==> src/verilog/clock_source_aux_consts.vh <==
`ifndef CLOCK_SOURCE_AUX_CONSTS_VH
`define CLOCK_SOURCE_AUX_CONSTS_VH

// --------------------------------------------------------------
// Register offsets
// --------------------------------------------------------------
`define OFS_CTRL1        3'h0
`define OFS_CTRL2        3'h1
`define OFS_TRIM         3'h2
`define OFS_CTRL4        3'h3
`define OFS_STATUS       3'h4

// --------------------------------------------------------------
// Field positions
// --------------------------------------------------------------
`define C1_CLKSEL_HI     7
`define C1_CLKSEL_LO     6
`define C1_REF_DIVIDER_HI       5
`define C1_REF_DIVIDER_LO       3
`define C1_REF_INT       2
`define C1_IRC_OE        1
`define C1_IRC_STOP      0
`define C2_BUS_CLOCK_DIVIDER_HI       7
`define C2_BUS_CLOCK_DIVIDER_LO       5
`define C2_LP            4
`define C4_LOL_IE        7
`define C4_CME           5
`define C4_FTRIM         0
`define ST_LOL           7
`define ST_LOCKED        6
`define ST_MON_ERR       5
`define ST_FF_VALID      4
`define ST_MODE_HI       3
`define ST_MODE_LO       1

// --------------------------------------------------------------
// Reset values and encodings
// --------------------------------------------------------------
`define RST_CTRL1        8'h04
`define RST_CTRL2        8'h20
`define SEL_FLL          2'h0
`define SEL_INT          2'h1
`define SEL_EXT          2'h2

// --------------------------------------------------------------
// Timing
// --------------------------------------------------------------
`define CLK_PERIOD_NS    4
`define MON_TIMEOUT_NS   32000
`define FLL_FACTOR       1024
`define FLL_TOLERANCE    16
`define IRC_BASE_PERIOD  10'h040

`endif

==> src/verilog/tick_divider.v <==
`timescale 1ns/10ps
// Divides an enable pulse stream by period_in plus one
module tick_divider #(
  parameter W = 10
) (
  input  wire         clk_in,
  input  wire         rst_b_in,
  input  wire         tick_in,
  input  wire         restart_in,
  input  wire [W-1:0] period_in,
  output reg          pulse_out
);

  reg [W-1:0] count_q;

  // Counter compares with current period so a new value acts at once
  always @(posedge clk_in) begin
    if (!rst_b_in || restart_in) begin
      count_q   <= {W{1'b0}};
      pulse_out <= 1'b0;
    end else if (tick_in) begin
      if (count_q >= period_in) begin
        count_q   <= {W{1'b0}};
        pulse_out <= 1'b1;
      end else begin
        count_q   <= count_q + {{(W-1){1'b0}}, 1'b1};
        pulse_out <= 1'b0;
      end
    end else begin
      pulse_out <= 1'b0;
    end
  end

endmodule // tick_divider

==> src/verilog/clock_source_aux_control.v <==
`timescale 1ns/10ps
`include "clock_source_aux_consts.vh"
module clock_source_aux_control #(
  parameter MON_TIMEOUT_CYCLES = (`MON_TIMEOUT_NS + `CLK_PERIOD_NS - 1) / `CLK_PERIOD_NS
) (
  input  wire       clk_in,
  input  wire       rst_b_in,
  input  wire       por_b_in,
  input  wire [2:0] addr_in,
  input  wire [7:0] wdata_in,
  input  wire       wr_in,
  input  wire       rd_in,
  output reg  [7:0] rdata_out,
  input  wire [8:0] factory_trim_in,
  input  wire       debug_mode_in,
  input  wire       stop_in,
  input  wire       range_high_in,
  input  wire       ext_ref_tick_in,
  input  wire       fll_tick_in,
  output reg        main_output_clock_out,
  output reg        irc_output_clock_out,
  output reg        fixed_freq_clock_out,
  output reg        ffclk_valid_out,
  output reg        fll_enable_out,
  output reg        dco_up_out,
  output reg        dco_down_out,
  output reg        irq_out,
  output reg        reset_request_out,
  output reg        osc_enable_request_out
);

  // ------------------------------------------------------------
  // Modes
  // ------------------------------------------------------------
  localparam [2:0] MODE_FEI   = 3'h0;
  localparam [2:0] MODE_FEE   = 3'h1;
  localparam [2:0] MODE_FBI   = 3'h2;
  localparam [2:0] MODE_INTERNAL_LOWPOWER_BYPASS_MODE = 3'h3;
  localparam [2:0] MODE_FBE   = 3'h4;
  localparam [2:0] MODE_EXTERNAL_LOWPOWER_BYPASS_MODE = 3'h5;
  localparam [10:0] LOCK_LO = `FLL_FACTOR - `FLL_TOLERANCE;
  localparam [10:0] LOCK_HI = `FLL_FACTOR + `FLL_TOLERANCE;
  localparam [15:0] MON_LIMIT = MON_TIMEOUT_CYCLES[15:0];
  localparam [7:0]  RST_C1    = `RST_CTRL1;
  localparam [7:0]  RST_C2    = `RST_CTRL2;

  // Mode from select, reference choice, power-down and debug
  function [2:0] decode_mode;
    input [1:0] sel;
    input       ref_int;
    input       lp;
    input       dbg;
    reg         low_pwr;
    begin
      low_pwr = lp & ~dbg;
      case (sel)
        `SEL_INT: decode_mode = low_pwr ? MODE_INTERNAL_LOWPOWER_BYPASS_MODE : MODE_FBI;
        `SEL_EXT: decode_mode = low_pwr ? MODE_EXTERNAL_LOWPOWER_BYPASS_MODE : MODE_FBE;
        default:  decode_mode = ref_int ? MODE_FEI : MODE_FEE;
      endcase
    end
  endfunction

  // Modes whose reference is the external one
  function is_external;
    input [2:0] m;
    begin
      is_external = (m == MODE_FEE) || (m == MODE_FBE) || (m == MODE_EXTERNAL_LOWPOWER_BYPASS_MODE);
    end
  endfunction

  // ------------------------------------------------------------
  // Registers
  // ------------------------------------------------------------
  reg  [1:0]  clock_source_select_q;
  reg  [2:0]  ref_divider_q;
  reg         ref_select_internal_q;
  reg         irc_output_enable_q;
  reg         irc_stop_enable_q;
  reg  [2:0]  bus_clock_divider_q;
  reg         fll_bypass_power_down_q;
  reg  [7:0]  coarse_trim_q;
  reg         fine_trim_q;
  reg         loss_of_lock_irq_enable_q;
  reg         clock_monitor_enable_q;
  reg         loss_of_lock_flag_q;
  reg         monitor_error_q;
  reg         locked_q;
  reg  [10:0] fll_count_q;
  reg  [15:0] mon_count_q;
  reg         mon_fire_q;

  wire [2:0]  mode;
  wire        ext_mode;
  wire        low_power_mode;
  wire        wr_c1;
  wire        wr_c2;
  wire        wr_st;
  wire        irc_run;
  wire        irc_pulse;
  wire        ref_pulse;
  wire        src_tick;
  wire        main_pulse;
  wire        lock_ref;
  wire        lock_active;
  wire        in_window;
  wire        lol_event;
  wire        mon_enabled;
  wire        ff_ok;
  wire [9:0]  irc_period;
  wire [9:0]  ref_period;
  wire [9:0]  bus_period;

  assign mode           = decode_mode(clock_source_select_q, ref_select_internal_q,
                                      fll_bypass_power_down_q, debug_mode_in);
  assign ext_mode       = is_external(mode);
  assign low_power_mode = (mode == MODE_INTERNAL_LOWPOWER_BYPASS_MODE) || (mode == MODE_EXTERNAL_LOWPOWER_BYPASS_MODE);
  assign wr_c1          = wr_in && (addr_in == `OFS_CTRL1);
  assign wr_c2          = wr_in && (addr_in == `OFS_CTRL2);
  assign wr_st          = wr_in && (addr_in == `OFS_STATUS);

  // ------------------------------------------------------------
  // Register writes
  // ------------------------------------------------------------
  always @(posedge clk_in) begin
    if (!rst_b_in) begin
      clock_source_select_q     <= RST_C1[`C1_CLKSEL_HI:`C1_CLKSEL_LO];
      ref_divider_q             <= RST_C1[`C1_REF_DIVIDER_HI:`C1_REF_DIVIDER_LO];
      ref_select_internal_q     <= RST_C1[`C1_REF_INT];
      irc_output_enable_q       <= RST_C1[`C1_IRC_OE];
      irc_stop_enable_q         <= RST_C1[`C1_IRC_STOP];
      bus_clock_divider_q       <= RST_C2[`C2_BUS_CLOCK_DIVIDER_HI:`C2_BUS_CLOCK_DIVIDER_LO];
      fll_bypass_power_down_q   <= RST_C2[`C2_LP];
      coarse_trim_q             <= factory_trim_in[8:1];
      fine_trim_q               <= factory_trim_in[0];
      loss_of_lock_irq_enable_q <= 1'b0;
      clock_monitor_enable_q    <= 1'b0;
    end else if (wr_in) begin
      case (addr_in)
        `OFS_CTRL1: begin
          clock_source_select_q <= wdata_in[`C1_CLKSEL_HI:`C1_CLKSEL_LO];
          ref_divider_q         <= wdata_in[`C1_REF_DIVIDER_HI:`C1_REF_DIVIDER_LO];
          ref_select_internal_q <= wdata_in[`C1_REF_INT];
          irc_output_enable_q   <= wdata_in[`C1_IRC_OE];
          irc_stop_enable_q     <= wdata_in[`C1_IRC_STOP];
        end
        `OFS_CTRL2: begin
          bus_clock_divider_q     <= wdata_in[`C2_BUS_CLOCK_DIVIDER_HI:`C2_BUS_CLOCK_DIVIDER_LO];
          fll_bypass_power_down_q <= wdata_in[`C2_LP];
        end
        `OFS_TRIM: begin
          coarse_trim_q <= wdata_in;
        end
        `OFS_CTRL4: begin
          loss_of_lock_irq_enable_q <= wdata_in[`C4_LOL_IE];
          clock_monitor_enable_q    <= wdata_in[`C4_CME];
          fine_trim_q               <= wdata_in[`C4_FTRIM];
        end
        default: begin
          coarse_trim_q <= coarse_trim_q;
        end
      endcase
    end
  end

  // ------------------------------------------------------------
  // Register reads, data one cycle after the strobe
  // ------------------------------------------------------------
  always @(posedge clk_in) begin
    if (!rst_b_in || !rd_in) begin
      rdata_out <= 8'h00;
    end else begin
      case (addr_in)
        `OFS_CTRL1:  rdata_out <= {clock_source_select_q, ref_divider_q,
                                   ref_select_internal_q, irc_output_enable_q,
                                   irc_stop_enable_q};
        `OFS_CTRL2:  rdata_out <= {bus_clock_divider_q, fll_bypass_power_down_q, 4'h0};
        `OFS_TRIM:   rdata_out <= coarse_trim_q;
        `OFS_CTRL4:  rdata_out <= {loss_of_lock_irq_enable_q, 1'b0,
                                   clock_monitor_enable_q, 4'h0, fine_trim_q};
        `OFS_STATUS: rdata_out <= {loss_of_lock_flag_q, locked_q, monitor_error_q,
                                   ff_ok, mode, 1'b0};
        default:     rdata_out <= 8'h00;
      endcase
    end
  end

  // ------------------------------------------------------------
  // Internal reference oscillator
  // ------------------------------------------------------------
  // keeps running in stop when both bits set
  assign irc_run    = ~stop_in | (irc_output_enable_q & irc_stop_enable_q);
  assign irc_period = `IRC_BASE_PERIOD + {1'b0, coarse_trim_q, 1'b0}
                      + {9'h000, fine_trim_q};

  tick_divider #(.W(10)) irc_div (
    .clk_in     (clk_in),
    .rst_b_in   (rst_b_in),
    .tick_in    (irc_run),
    .restart_in (1'b0),
    .period_in  (irc_period),
    .pulse_out  (irc_pulse)
  );

  // internal reference on its own output
  always @(posedge clk_in) begin
    if (!rst_b_in || !irc_output_enable_q) begin
      irc_output_clock_out <= 1'b0;
    end else if (irc_pulse) begin
      irc_output_clock_out <= ~irc_output_clock_out;
    end
  end

  // ------------------------------------------------------------
  // Reference divider and fixed-frequency clock
  // ------------------------------------------------------------
  assign ref_period = (10'h001 << ref_divider_q) - 10'h001;

  tick_divider #(.W(10)) ref_div (
    .clk_in     (clk_in),
    .rst_b_in   (rst_b_in),
    .tick_in    (ext_ref_tick_in & ~stop_in),
    .restart_in (wr_c1),
    .period_in  (ref_period),
    .pulse_out  (ref_pulse)
  );

  // bypass validity: external only, divider floor
  assign ff_ok = (mode == MODE_FEI) || (mode == MODE_FEE) ||
                 (((mode == MODE_FBE) || (mode == MODE_EXTERNAL_LOWPOWER_BYPASS_MODE)) &&
                  (!range_high_in ||
                   ((bus_clock_divider_q <= 3'h3) &&
                    ({1'b0, ref_divider_q} >= {1'b0, bus_clock_divider_q} + 4'h2))));

  // divided reference out ungated, validity registered beside it
  always @(posedge clk_in) begin
    if (!rst_b_in) begin
      fixed_freq_clock_out <= 1'b0;
      ffclk_valid_out      <= 1'b0;
    end else begin
      ffclk_valid_out <= ff_ok;
      if (ref_pulse) begin
        fixed_freq_clock_out <= ~fixed_freq_clock_out;
      end
    end
  end

  // ------------------------------------------------------------
  // Main output clock
  // ------------------------------------------------------------
  // internal bypass modes follow the trimmed reference
  assign src_tick = ~stop_in &
                    ((clock_source_select_q == `SEL_INT) ? irc_pulse :
                     (clock_source_select_q == `SEL_EXT) ? ext_ref_tick_in :
                     fll_tick_in);
  assign bus_period = (10'h001 << bus_clock_divider_q) - 10'h001;

  // new divider used at once, count restarted
  tick_divider #(.W(10)) bus_div (
    .clk_in     (clk_in),
    .rst_b_in   (rst_b_in),
    .tick_in    (src_tick),
    .restart_in (wr_c2),
    .period_in  (bus_period),
    .pulse_out  (main_pulse)
  );

  always @(posedge clk_in) begin
    if (!rst_b_in) begin
      main_output_clock_out <= 1'b0;
    end else begin
      main_output_clock_out <= main_pulse;
    end
  end

  // ------------------------------------------------------------
  // FLL enable and lock detection
  // ------------------------------------------------------------
  // external reference in external modes
  assign lock_ref    = ext_mode ? ref_pulse : irc_pulse;
  assign lock_active = ~low_power_mode & ~stop_in;
  assign in_window   = (fll_count_q >= LOCK_LO) && (fll_count_q <= LOCK_HI);
  assign lol_event   = lock_active & lock_ref & locked_q & ~in_window;

  // count DCO ticks per reference tick against 1024
  always @(posedge clk_in) begin
    if (!rst_b_in || !lock_active) begin
      fll_count_q    <= 11'h000;
      locked_q       <= 1'b0;
      dco_up_out     <= 1'b0;
      dco_down_out   <= 1'b0;
      fll_enable_out <= 1'b0;
    end else begin
      // FLL off in low-power bypass and in stop
      fll_enable_out <= 1'b1;
      if (lock_ref) begin
        fll_count_q  <= {10'h000, fll_tick_in};
        locked_q     <= in_window;
        dco_up_out   <= (fll_count_q < `FLL_FACTOR);
        dco_down_out <= (fll_count_q > `FLL_FACTOR);
      end else begin
        dco_up_out   <= 1'b0;
        dco_down_out <= 1'b0;
        if (fll_tick_in && fll_count_q != 11'h7ff) begin
          fll_count_q <= fll_count_q + 11'h001;
        end
      end
    end
  end

  always @(posedge clk_in) begin
    if (!rst_b_in) begin
      loss_of_lock_flag_q <= 1'b0;
      irq_out             <= 1'b0;
    end else begin
      if (lol_event) begin
        loss_of_lock_flag_q <= 1'b1;
      end else if (wr_st && wdata_in[`ST_LOL]) begin
        loss_of_lock_flag_q <= 1'b0;
      end
      irq_out <= loss_of_lock_flag_q & loss_of_lock_irq_enable_q;
    end
  end

  // ------------------------------------------------------------
  // External reference monitor
  // ------------------------------------------------------------
  // only in external modes
  assign mon_enabled = clock_monitor_enable_q & ext_mode;

  // missing edges past the timeout fire a reset
  always @(posedge clk_in) begin
    if (!rst_b_in || !mon_enabled || ext_ref_tick_in) begin
      mon_count_q <= 16'h0000;
      mon_fire_q  <= 1'b0;
    end else if (mon_count_q >= MON_LIMIT - 16'h0001) begin
      mon_fire_q  <= 1'b1;
    end else begin
      mon_count_q <= mon_count_q + 16'h0001;
    end
  end

  // request out, error kept over system reset
  always @(posedge clk_in) begin
    if (!por_b_in) begin
      monitor_error_q <= 1'b0;
    end else if (mon_fire_q) begin
      monitor_error_q <= 1'b1;
    end else if (wr_st && wdata_in[`ST_MON_ERR]) begin
      monitor_error_q <= 1'b0;
    end
  end

  always @(posedge clk_in) begin
    if (!rst_b_in) begin
      reset_request_out      <= 1'b0;
      osc_enable_request_out <= 1'b0;
    end else begin
      reset_request_out      <= mon_fire_q | reset_request_out;
      // ask oscillator on while external reference used
      osc_enable_request_out <= ext_mode | ~ref_select_internal_q;
    end
  end

endmodule // clock_source_aux_control

==> config.mk <==
export PLATFORM = sky130hd
export DESIGN_NAME = clock_source_aux_control
export DESIGN_NICKNAME = d
export VERILOG_FILES = /design/src/verilog/tick_divider.v /design/src/verilog/clock_source_aux_control.v
export VERILOG_INCLUDE_DIRS = /design/src /design/src/verilog
export SDC_FILE = /design/constraint.sdc
export NUM_CORES = 1
export LEC_CHECK = 0
export ABC_CLOCK_PERIOD_IN_PS = 3400
export BUFFER_PORTS_ARGS = -buffer_cell sky130_fd_sc_hd__buf_2
export CORE_AREA = 2 2 143 145
export CTS_BUF_LIST = sky130_fd_sc_hd__clkbuf_16
export DETAILED_ROUTE_END_ITERATION = 7
export DIE_AREA = 0 0 145 147
export PLACE_DENSITY = 0.47
export SYNTH_ARGS = -nofsm -noshare
export SYNTH_HDL_FRONTEND = slang
export SYNTH_SLANG_ARGS = --single-unit
==> constraint.sdc <==
create_clock -name clk_in -period 3.4 [get_ports clk_in]
set_clock_uncertainty 0.15 [all_clocks]
set_input_delay 0.68 -clock clk_in [delete_from_list [all_inputs] [get_ports clk_in]]
set_output_delay 0.68 -clock clk_in [all_outputs]
set_load 0.05 [all_outputs]
=== After elaboration in Yosys (flattened, before gate mapping) ===
Cells that the tools add are included.

* $add $sub $neg: 10
* $mul: 0
* Div/mod/pow operators: 0
* Magnitude comparators: 10
* Eq/ne operators: 14
* Shifts and indexed selects: 2
* Muxes and demuxes: 27
* Bitwise operators: 23
* Reduce and logical (&&, ||, !) cells: 44

{| class="wikitable"
|+ Operators with widths
! cell !! count
|-
| one-hot mux 8 bit (5 select lines) || 1
|-
| adder 10 x 1 -> 10 bit (second input constant) || 3
|-
| greater-or-equal comparator 10 bit || 3
|-
| 2-to-1 mux 10 bit || 3
|-
| 2-to-1 mux 8 bit || 3
|-
| left shift 1 x 3 -> 10 bit (first input constant) || 2
|-
| subtractor 10 x 1 -> 10 bit (second input constant) || 2
|-
| 2-to-1 mux 1 bit || 19
|-
| adder 16 x 1 -> 16 bit (second input constant) || 1
|-
| greater-or-equal comparator 16 x 13 -> 1 bit (second input constant) || 1
|-
| logical OR 1 bit || 14
|-
| AND reduction 2 bit || 6
|-
| adder 11 x 1 -> 11 bit (second input constant) || 1
|-
| greater-or-equal comparator 11 x 10 -> 1 bit (second input constant) || 1
|-
| greater-than comparator 11 bit (second input constant) || 1
|-
| less-or-equal comparator 11 bit (second input constant) || 1
|-
| less-than comparator 11 bit (second input constant) || 1
|-
| != test 11 bit (second input constant) || 1
|-
| adder 10 x 1 -> 10 bit || 1
|-
| adder 7 x 9 -> 10 bit (first input constant) || 1
|-
| AND 1 bit || 10
|-
| NOT 1 bit || 10
|-
| equality test 3 x 2 -> 1 bit (second input constant) || 3
|-
| equality test 3 bit (second input constant) || 3
|-
| 14 further kinds || 38
|}

* Register bits: 105
* Bits in latches: 0
* RAM bits: 0
* ROM bits: 0
* Bits of input ports: 30
* Output and inout bits: 18
* Logic and storage cells: 165
* Memories kept: 0

=== Longest topological paths before layout ===
Gate-level depths: netlist of run 1.

* Depth in word-level cells: 12
* Depth in mapped cells: 10
* Depth with buffers taken out: 10

=== Modules after synthesis ===
A second synthesis of run 1 with hierarchy kept.

* Cells, all modules: 655
* Area, all modules: 5,888.1 um2

{| class="wikitable"
|+ By module, submodules not included
! module !! times used !! cells each !! area each (um2) !! seq. area each (um2)
|-
| clock_source_aux_control || 1 || 397 || 3,621.0 || 1,531.5
|-
| tick_divider || 3 || 86 || 755.7 || 220.2
|}

=== Worst setup path before layout of run 1 ===
No wires, ideal clock.

* Path kind: reg2reg
* Start point: reg bus_clock_divider_q[1]
* End point: reg bus_div.pulse_out
* Library setup time: 0.065 ns
* Arrival time: 2.218 ns
* Data required time: 3.185 ns
* Setup slack: 0.967 ns
* Stages on the path, launching flop included: 9
* Buffers on the path: 0
* Clock period less this slack: 2.433 ns
* Cell sequence: dfxtp_1 > inv_1 > or3_1 > xnor2_1 > ha_1 > nand4_1 > o311a_1 > a21oi_2 > nor2b_1

* Longest elaborated chain between the ends: 4

{| class="wikitable"
|+ RTL lines
! item !! line !! text
|-
| from (decl) || clock_source_aux_control.v:80 || <nowiki>reg [2:0] bus_clock_divider_q;</nowiki>
|-
| from (signal assigned) || clock_source_aux_control.v:132 || <nowiki>bus_clock_divider_q <= RST_C2[`C2_BUS_CLOCK_DIVIDER_HI:`C2_BUS_CLOCK_DIVIDER_LO];</nowiki>
|-
| from (signal assigned) || clock_source_aux_control.v:148 || <nowiki>bus_clock_divider_q <= wdata_in[`C2_BUS_CLOCK_DIVIDER_HI:`C2_BUS_CLOCK_DIVIDER_LO];</nowiki>
|-
| left shift 1 x 3 -> 10 bit || clock_source_aux_control.v:256 || <nowiki>assign bus_period = (10'h001 << bus_clock_divider_q) - 10'h001;</nowiki>
|-
| subtractor 10 x 1 -> 10 bit || clock_source_aux_control.v:256 ||
|-
| greater-or-equal comparator 10 bit || tick_divider.v:22 || <nowiki>if (count_q >= period_in) begin</nowiki>
|-
| 2-to-1 mux 1 bit || tick_divider.v:22 ||
|-
| to (signal assigned) || tick_divider.v:20 || <nowiki>pulse_out <= 1'b0;</nowiki>
|-
| to (signal assigned) || tick_divider.v:24 || <nowiki>pulse_out <= 1'b1;</nowiki>
|-
| to (signal assigned) || tick_divider.v:27 || <nowiki>pulse_out <= 1'b0;</nowiki>
|-
| to (decl) || tick_divider.v:11 || <nowiki>output reg pulse_out</nowiki>
|}

No other way between the ends.
A chain may end at the register's enable or synchronous reset.

=== Worst setup path in the final report of run 1 ===
Same ends and word-level chain as after synthesis.

==> results of run 1 <==
==> layout make-up <==
type	count	area, um2	share of cell area
Tap cell	270	338	0.0514
Clock buffer	9	225	0.0343
Multi-Input combinational cell	491	3380	0.515
Inverter	37	139	0.0211
Sequential cell	105	2190	0.334
Timing Repair Buffer	50	258	0.0392
Clock inverter	7	36.3	0.00552
==> per-stage QoR <==
step           utilization  instances  setup WS [ns]
2_1_floorplan            -        652          0.967
3_3_place_gp         0.318        953          0.745
3_5_place_dp         0.318        953          0.636
4_1_cts              0.331        969          0.617
5_1_grt              0.331        969          0.372
6_report             0.331        969          0.613
==> power breakdown <==
group          switching [W]  internal (W)
Sequential         0.0000246       0.00127
Combinational       0.000146     0.0000903
Clock               0.000470      0.000488
==> worst paths after layout <==
kind / end / from / cells past startpoint / slack, ns
worst max-delay path: bus_div.pulse_out / bus_clock_divider_q[1] / 9 / 0.61
worst min-delay path: mon_count_q[15] / mon_count_q[15] / 2 / 0.31
worst max register to register: bus_div.pulse_out / bus_clock_divider_q[1] / 9 / 0.61
worst min register to register: mon_count_q[15] / mon_count_q[15] / 2 / 0.31
==> logic make-up (layout without fill, tap and decap cells) <==
group / after synthesis / count (layout) / synth area share
xor gates and xnor gates: 44 / 44 / 0.0663
muxes: 25 / 25 / 0.0476
buffers and inverters: 56 / 103 / 0.0431
other: 1 / 5 / 0.000646
AOI/OAI and AO/OA: 104 / 104 / 0.131
adders and majority gates: 47 / 47 / 0.101
DFF: 105 / 105 / 0.377
and+or+nand+nor: 266 / 266 / 0.233
==> placed cells by master, fill, tap and decap left out, drive strengths merged, types with 6 or more instances in the layout <==
master	netlist	layout
o211ai	8	8
and4	7	7
clkbuf	9	9
a21boi	9	9
nor2b	12	12
ha	47	47
nand3	21	21
clkinv	0	6
mux2i	14	14
nand4	20	20
nand2	64	64
nor2	73	73
mux2	11	11
a21oi	32	32
dfxtp	96	96
edfxtp	9	9
inv	37	38
buf	10	50
o21ai	12	12
nand2b	8	8
xor2	20	20
or3	6	6
nor3	22	22
a21o	10	10
and3	14	14
xnor2	24	24
==> sequential cells by signal, indices dropped and copies added, names as in the netlist, 3 cells and up <==
signal,count
bus_div.count_q,10
ref_div.count_q,10
rdata_out,8
coarse_trim_q,8
mon_count_q,16
ref_divider_q,3
irc_div.count_q,10
bus_clock_divider_q,3
fll_count_q,11
==> worst min-delay path: stages, from the launching register on <==
cell and delay [ns]:
dfxtp_1 0.31, inv_1 0.06, nor2_1 0.04
==> layer usage <==
layer	vias up	routed length [um]	share of wire	track usage
li1	2362	-	-	-
met1	2201	6990	0.49	0.182
met2	71	6560	0.46	0.219
met3	22	563	0.039	0.0398
met4	4	211	0.015	0.0406
met5	-	27	0.0019	0
==> out/qor.yml, run 1 <==
ios: 48
num-nets-final: 771
ys_top_cells_by_count: "96 x dfxtp_1, 73 x nor2_1, 63 x nand2_1, 47 x ha_1, 36 x inv_1"
fillers: 2076
crit_required_ns: 3.54
firstDrtPassIters: 4
tns_ns: 0
synth_edf_count: 9
place_congestion: 0.804
yosysTopAreaCellShare: 0.331
vias_per_cell: 4.81
die_h_um: 147
yosys_register_bits: 105
cp_max_fo: 7
final_area_um2: 6570
yosys-top-cells-area: "dfxtp_1 33%, ha_1 10%, nor2_1 4.7%"
yosysSeqAreaShare: 0.377
initial_core_util: 0.293
synth_cell_type_count: 68
tightest_slew_ns: 0.724
path_clk_slew_ns: 0.07
rsz0062_at_grt: "false"
status: "finished, final reports clean"
drive_above_1_share: 0.136
cts_root_buffer: "clkbuf_16"
vias: 4660
vdd_drop_max_mv: 0.231
hpwl_mm: 11.1
ys.flop_type: "dfxtp_1"
syn-instance-count: 648
slowest_delay_ns: 0.46
leakage_nw: 2.60
crit_chain: "inv_1 > ha_1 > nor2_1 > nand2_1 > ha_1 > nand4_1 > o311a_1 > a21oi_2 > nor2b_1"
yosysMostFrequentCell: "dfxtp_1"
final_hold_viol_count: 0
grt_usage: 0.138
antennaDiodeCount: 0
antenna_left: 0
cts-htree-levels: 3
cp_slowest_cell: "o311a_1"
drv_cap: 0
crit_type: "reg2reg"
dieArea_um2: 21300
grt_max_degree: 23
fp.dieW_um: 145
min_path_type: "reg2reg"
grt_pass1_wl_mm: 23.5
period_share: 0.820
post_cts_buffers: 0
cts_resized: 0
end_kind: "flip-flop"
overflow: 0
placementRows: 52
grt_pass1_vias: 4551
async_reset_ff_frac: 0
final.hold.worst_slack_ns: 0.307
arrival_ns: 2.93
startpoint_type: "flip-flop"
total_power_w: 0.00249
cpMostUsedCell: "ha_1"
maxSlewHeadroom: 0.516
cts_max_path_buffers: 2
wl_per_cell_um: 14.8
synth_top_area_cell: "dfxtp_1"
yosysWarnings: 0
layout_min_cycle_time_ns: 2.79
area_growth_pct: 13.1
drtIter0Drc: 228
drc: 0
antenna_found_initial: 2
cts_hold_buffers: 0
slew_viol_final: 0
post_dp_cell_area_um2: 6310
io_buffers: 47
synth_area_um2: 5810
coreArea_um2: 19800
finalSetupViolCount: 0
routed_wl_mm: 14.4
numCtsBuffers: 9
path_buf_inv: 1
max_freq_mhz: 359
synth.avg_cell_area_um2: 8.97
cp_top_family: "compound AO/OA/AOI/OAI gates"
cts_tree: "yes"
clkSinkCount: 105
powerDensity_nw_per_um2: 379
insertion_delay_ns: 0.36
No activity file was read; power rests on OpenSTA's default activity.
==> run 2, diff against run 1 <==
Settings changed: ABC_AREA set to 1, ABC_CLOCK_PERIOD_IN_PS 3400 to 2700.
Clock period 3.4 ns to 2.7 ns, I/O delays scaled along.
==> run 2 against run 1 <==
Utilization grew 0.44 points. Flip-flop and latch count is the same. Clock power grew 35%. Critical endpoint is now bus_div.count_q[0]. Critical path type unchanged. Largest cell class unchanged. Largest power group unchanged. Die area is the same. Synthesized cell count grew 20%. Non-clock buffer count grew 2.
==> out/qor.yml, run 2 <==
status: "finished, final reports clean"  # unchanged
reg2reg_from: "bus_clock_divider_q[2]"  # was bus_clock_divider_q[1]
yosys-top-cells-area: "dfxtp_1 33%, nand2_1 12%, ha_1 10%"  # was dfxtp_1 33%, ha_1 10%, nor2_1 4.7%
powerDensity_nw_per_um2: 489  # was 379 nW/um2
insertion_delay_ns: 0.36  # about the same
synth.avg_cell_area_um2: 7.48  # was 8.97 um2
synth_area_um2: 5800  # was 5810 um2
area_growth_pct: 14.8  # was 13.1%
critPathLaunch: "bus_clock_divider_q[2]"  # was bus_clock_divider_q[1]
crit_required_ns: 2.84  # was 3.54 ns
coreArea_um2: 19800  # unchanged
vdd_drop_max_mv: 0.276  # was 0.231 mV
antenna_found_initial: 0  # was 2
placementRows: 52  # unchanged
ys.flop_type: "dfxtp_1"  # unchanged
clkSinkCount: 105  # unchanged
switching_share: 0.275  # was 0.257
max_freq_mhz: 425  # was 359 MHz
drc: 0  # unchanged
synth_adder_area_share: 0.101  # about the same
grt_usage: 0.141  # was 0.138
slew_viol_final: 0  # unchanged
firstDrtPassIters: 4  # unchanged
worstReg2RegEnd: "bus_div.count_q[0]"  # was bus_div.pulse_out
pwr-share-seq: 0.504  # was 0.521
layout_min_cycle_time_ns: 2.35  # was 2.79 ns
worstHoldStart: "por_b_in"  # was mon_count_q[15]
cts_max_path_buffers: 2  # unchanged
end_kind: "flip-flop"  # unchanged
largest_reg_flops: 16  # unchanged
cts_root_buffer: "clkbuf_16"  # unchanged
synth_compound_area_frac: 0.0941  # was 0.131
async_reset_ff_frac: 0  # unchanged
synth_edf_count: 9  # unchanged
top_regs: "mon_count_q x16, fll_count_q x11"  # unchanged
startpoint_type: "flip-flop"  # unchanged
place_congestion: 0.849  # was 0.804
p_sw_w: 0.000896  # was 0.000640 W
yosysMostFrequentCell: "nand2_1"  # was dfxtp_1
fillers: 2188  # was 2076
vias: 4827  # was 4660
final.hold.worst_slack_ns: 0.253  # was 0.307 ns
antenna_left: 0  # unchanged
grt_pass1_vias: 4829  # was 4551
yosysTopAreaCellShare: 0.331  # about the same
grt_max_degree: 20  # was 23
grt_pass1_wl_mm: 24.1  # was 23.5 mm
final_hold_viol_count: 0  # unchanged
vias_per_cell: 4.35  # was 4.81
dieArea_um2: 21300  # unchanged
largest_register: "mon_count_q"  # unchanged
tns_ns: 0  # unchanged
leakage_nw: 2.84  # was 2.60 nW
cp_max_fo: 7  # unchanged
finalSetupViolCount: 0  # unchanged
p_int_w: 0.00236  # was 0.00185 W
rr_worst_depth: 12  # was 9
io_buffers: 47  # unchanged
hpwl_mm: 11.1  # about the same
drive_above_1_share: 0.141  # was 0.136
crit_type: "reg2reg"  # unchanged
num-nets-final: 911  # was 771
cts_tree: "yes"  # unchanged
cts_hold_buffers: 0  # unchanged
overflow: 0  # unchanged
min_path_type: "in2reg"  # was reg2reg
layout_commonest_cell: "nand2_1"  # was dfxtp_1
syn-instance-count: 775  # was 648
power_frac_clock: 0.397  # was 0.384
cts-htree-levels: 3  # unchanged
synth_cell_type_count: 39  # was 68
drv_cap: 0  # unchanged
final_cell_mix: "183 x nand2_1, 101 x nor2_1, 94 x dfxtp_1"  # was 96 x dfxtp_1, 73 x nor2_1, 63 x nand2_1
yosysSeqAreaShare: 0.378  # was 0.377
yosysWarnings: 0  # unchanged
synth_top_area_cell: "dfxtp_1"  # unchanged
path_clk_slew_ns: 0.08  # was 0.07 ns
fp.dieW_um: 145  # unchanged
arrival_ns: 2.49  # was 2.93 ns
antennaDiodeCount: 0  # unchanged
drtIter0Drc: 187  # was 228
min_to: "monitor_error_q"  # was mon_count_q[15]
synth_top_family_by_area: "simple AND/OR/NAND/NOR gates"  # unchanged
period_share: 0.871  # was 0.820
rsz0062_at_grt: "false"  # unchanged
hold_path_depth: 3  # was 2
combPwrFrac: 0.099  # was 0.095
wl_per_cell_um: 12.7  # was 14.8 um
r2r_slack_ns: 0.35  # was 0.61 ns
initial_core_util: 0.292  # was 0.293
routed_wl_mm: 14.1  # was 14.4 mm
ys_top_cells_by_count: "183 x nand2_1, 101 x nor2_1, 96 x dfxtp_1, 88 x inv_1, 47 x ha_1"  # was 96 x dfxtp_1, 73 x nor2_1, 63 x nand2_1, 47 x ha_1, 36 x inv_1
synthMuxAreaShare: 0.00345  # was 0.0476
die_h_um: 147  # unchanged
numCtsBuffers: 9  # unchanged
ios: 48  # unchanged
yosys.area_share.simple: 0.289  # was 0.233
synthXorXnorAreaFrac: 0.0589  # was 0.0663
yosys_register_bits: 105  # unchanged
[run 2: cell count changes after synthesis, sizes merged, moves of 11 or more]
cell   delta
inv      +63
xnor2    -15
o21ai    +19
nor2     +38
a21oi    +11
nand2   +130
and3     -14
mux2i    -12
nor2b    -12
mux2     -11
nand3    +24
[run 2: power by group through the flow]
stage | clock (W) | combinational (W) | sequential, W
2_1_floorplan | 0 | 0.000199 | 0.00169
6_report | 0.00129 | 0.000323 | 0.00164
3_3_place_gp | 0 | 0.000325 | 0.00168
3_5_place_dp | 0 | 0.000324 | 0.00168
4_1_cts | 0.00133 | 0.000327 | 0.00164
5_1_grt | 0.00140 | 0.000372 | 0.00165
[run 2: worst max-delay path, cell delays in order (launching register included)]
cell     delay (ns)
dfxtp_2        0.40
inv_1          0.15
ha_1           0.24
nor2_1         0.17
xor2_1         0.17
ha_1           0.24
nand2_1        0.08
o21ai_0        0.08
nand2_1        0.06
nand2_1        0.07
o21ai_2        0.15
nand2_1        0.16
a21oi_1        0.15
[run 2: repair_timing]
action,4_1_cts,5_1_grt
setup buffers,0,0
resized for setup,0,2
setup endpoints to repair,0,6
[run 2: layer usage]
metal  vias up  routed length [um]  GRT usage
met2        51                6610      0.240
met1      2159                6790      0.179
met4         0                 223     0.0450
met3        13                 495     0.0289
met5         -                   0          0
li1       2604                   -          -
[run 2: per-stage QoR]
| stage | instances | setup WS, ns | cell area [um2] | utilization | total power [W] |
|---|---|---|---|---|---|
| finish | 1109 | 0.349 | 6660 | 0.335 | 0.00326 |
| global route | 1109 | 0.0632 | 6660 | 0.335 | 0.00342 |
| global placement | 1093 | 0.286 | 6370 | 0.321 | 0.00200 |
| CTS | 1109 | 0.222 | 6660 | 0.335 | 0.00330 |
| floorplan | 779 | 0.515 | 5810 | - | 0.00189 |
| detailed placement | 1093 | 0.276 | 6370 | 0.321 | 0.00200 |
[run 2: worst max path at each step]
stage	to	depth (start not counted)
2_1_floorplan	bus_div.count_q[0]	12
3_3_place_gp	bus_div.count_q[0]	12
3_5_place_dp	bus_div.count_q[0]	12
4_1_cts	bus_div.count_q[0]	12
5_1_grt	bus_div.count_q[0]	12
6_report	bus_div.count_q[0]	12
[run 2: cell families after synthesis]
group,Yosys count
AOI/OAI and AO/OA,95
and+or+nand+nor,378
xor gates and xnor gates,39
buffers and inverters,108
other,1
adders and majority gates,47
muxes,2
DFF,105
[run 2: cell type report]
cell class	count	area [um2]	area share
multi-input cells	566	3190	0.479
flip-flops and latches	105	2190	0.330
inverters	100	378	0.0568
well taps	270	338	0.0507
repair buffers	52	273	0.0410
clock buffers	9	225	0.0338
clock inverters	7	61.3	0.00921
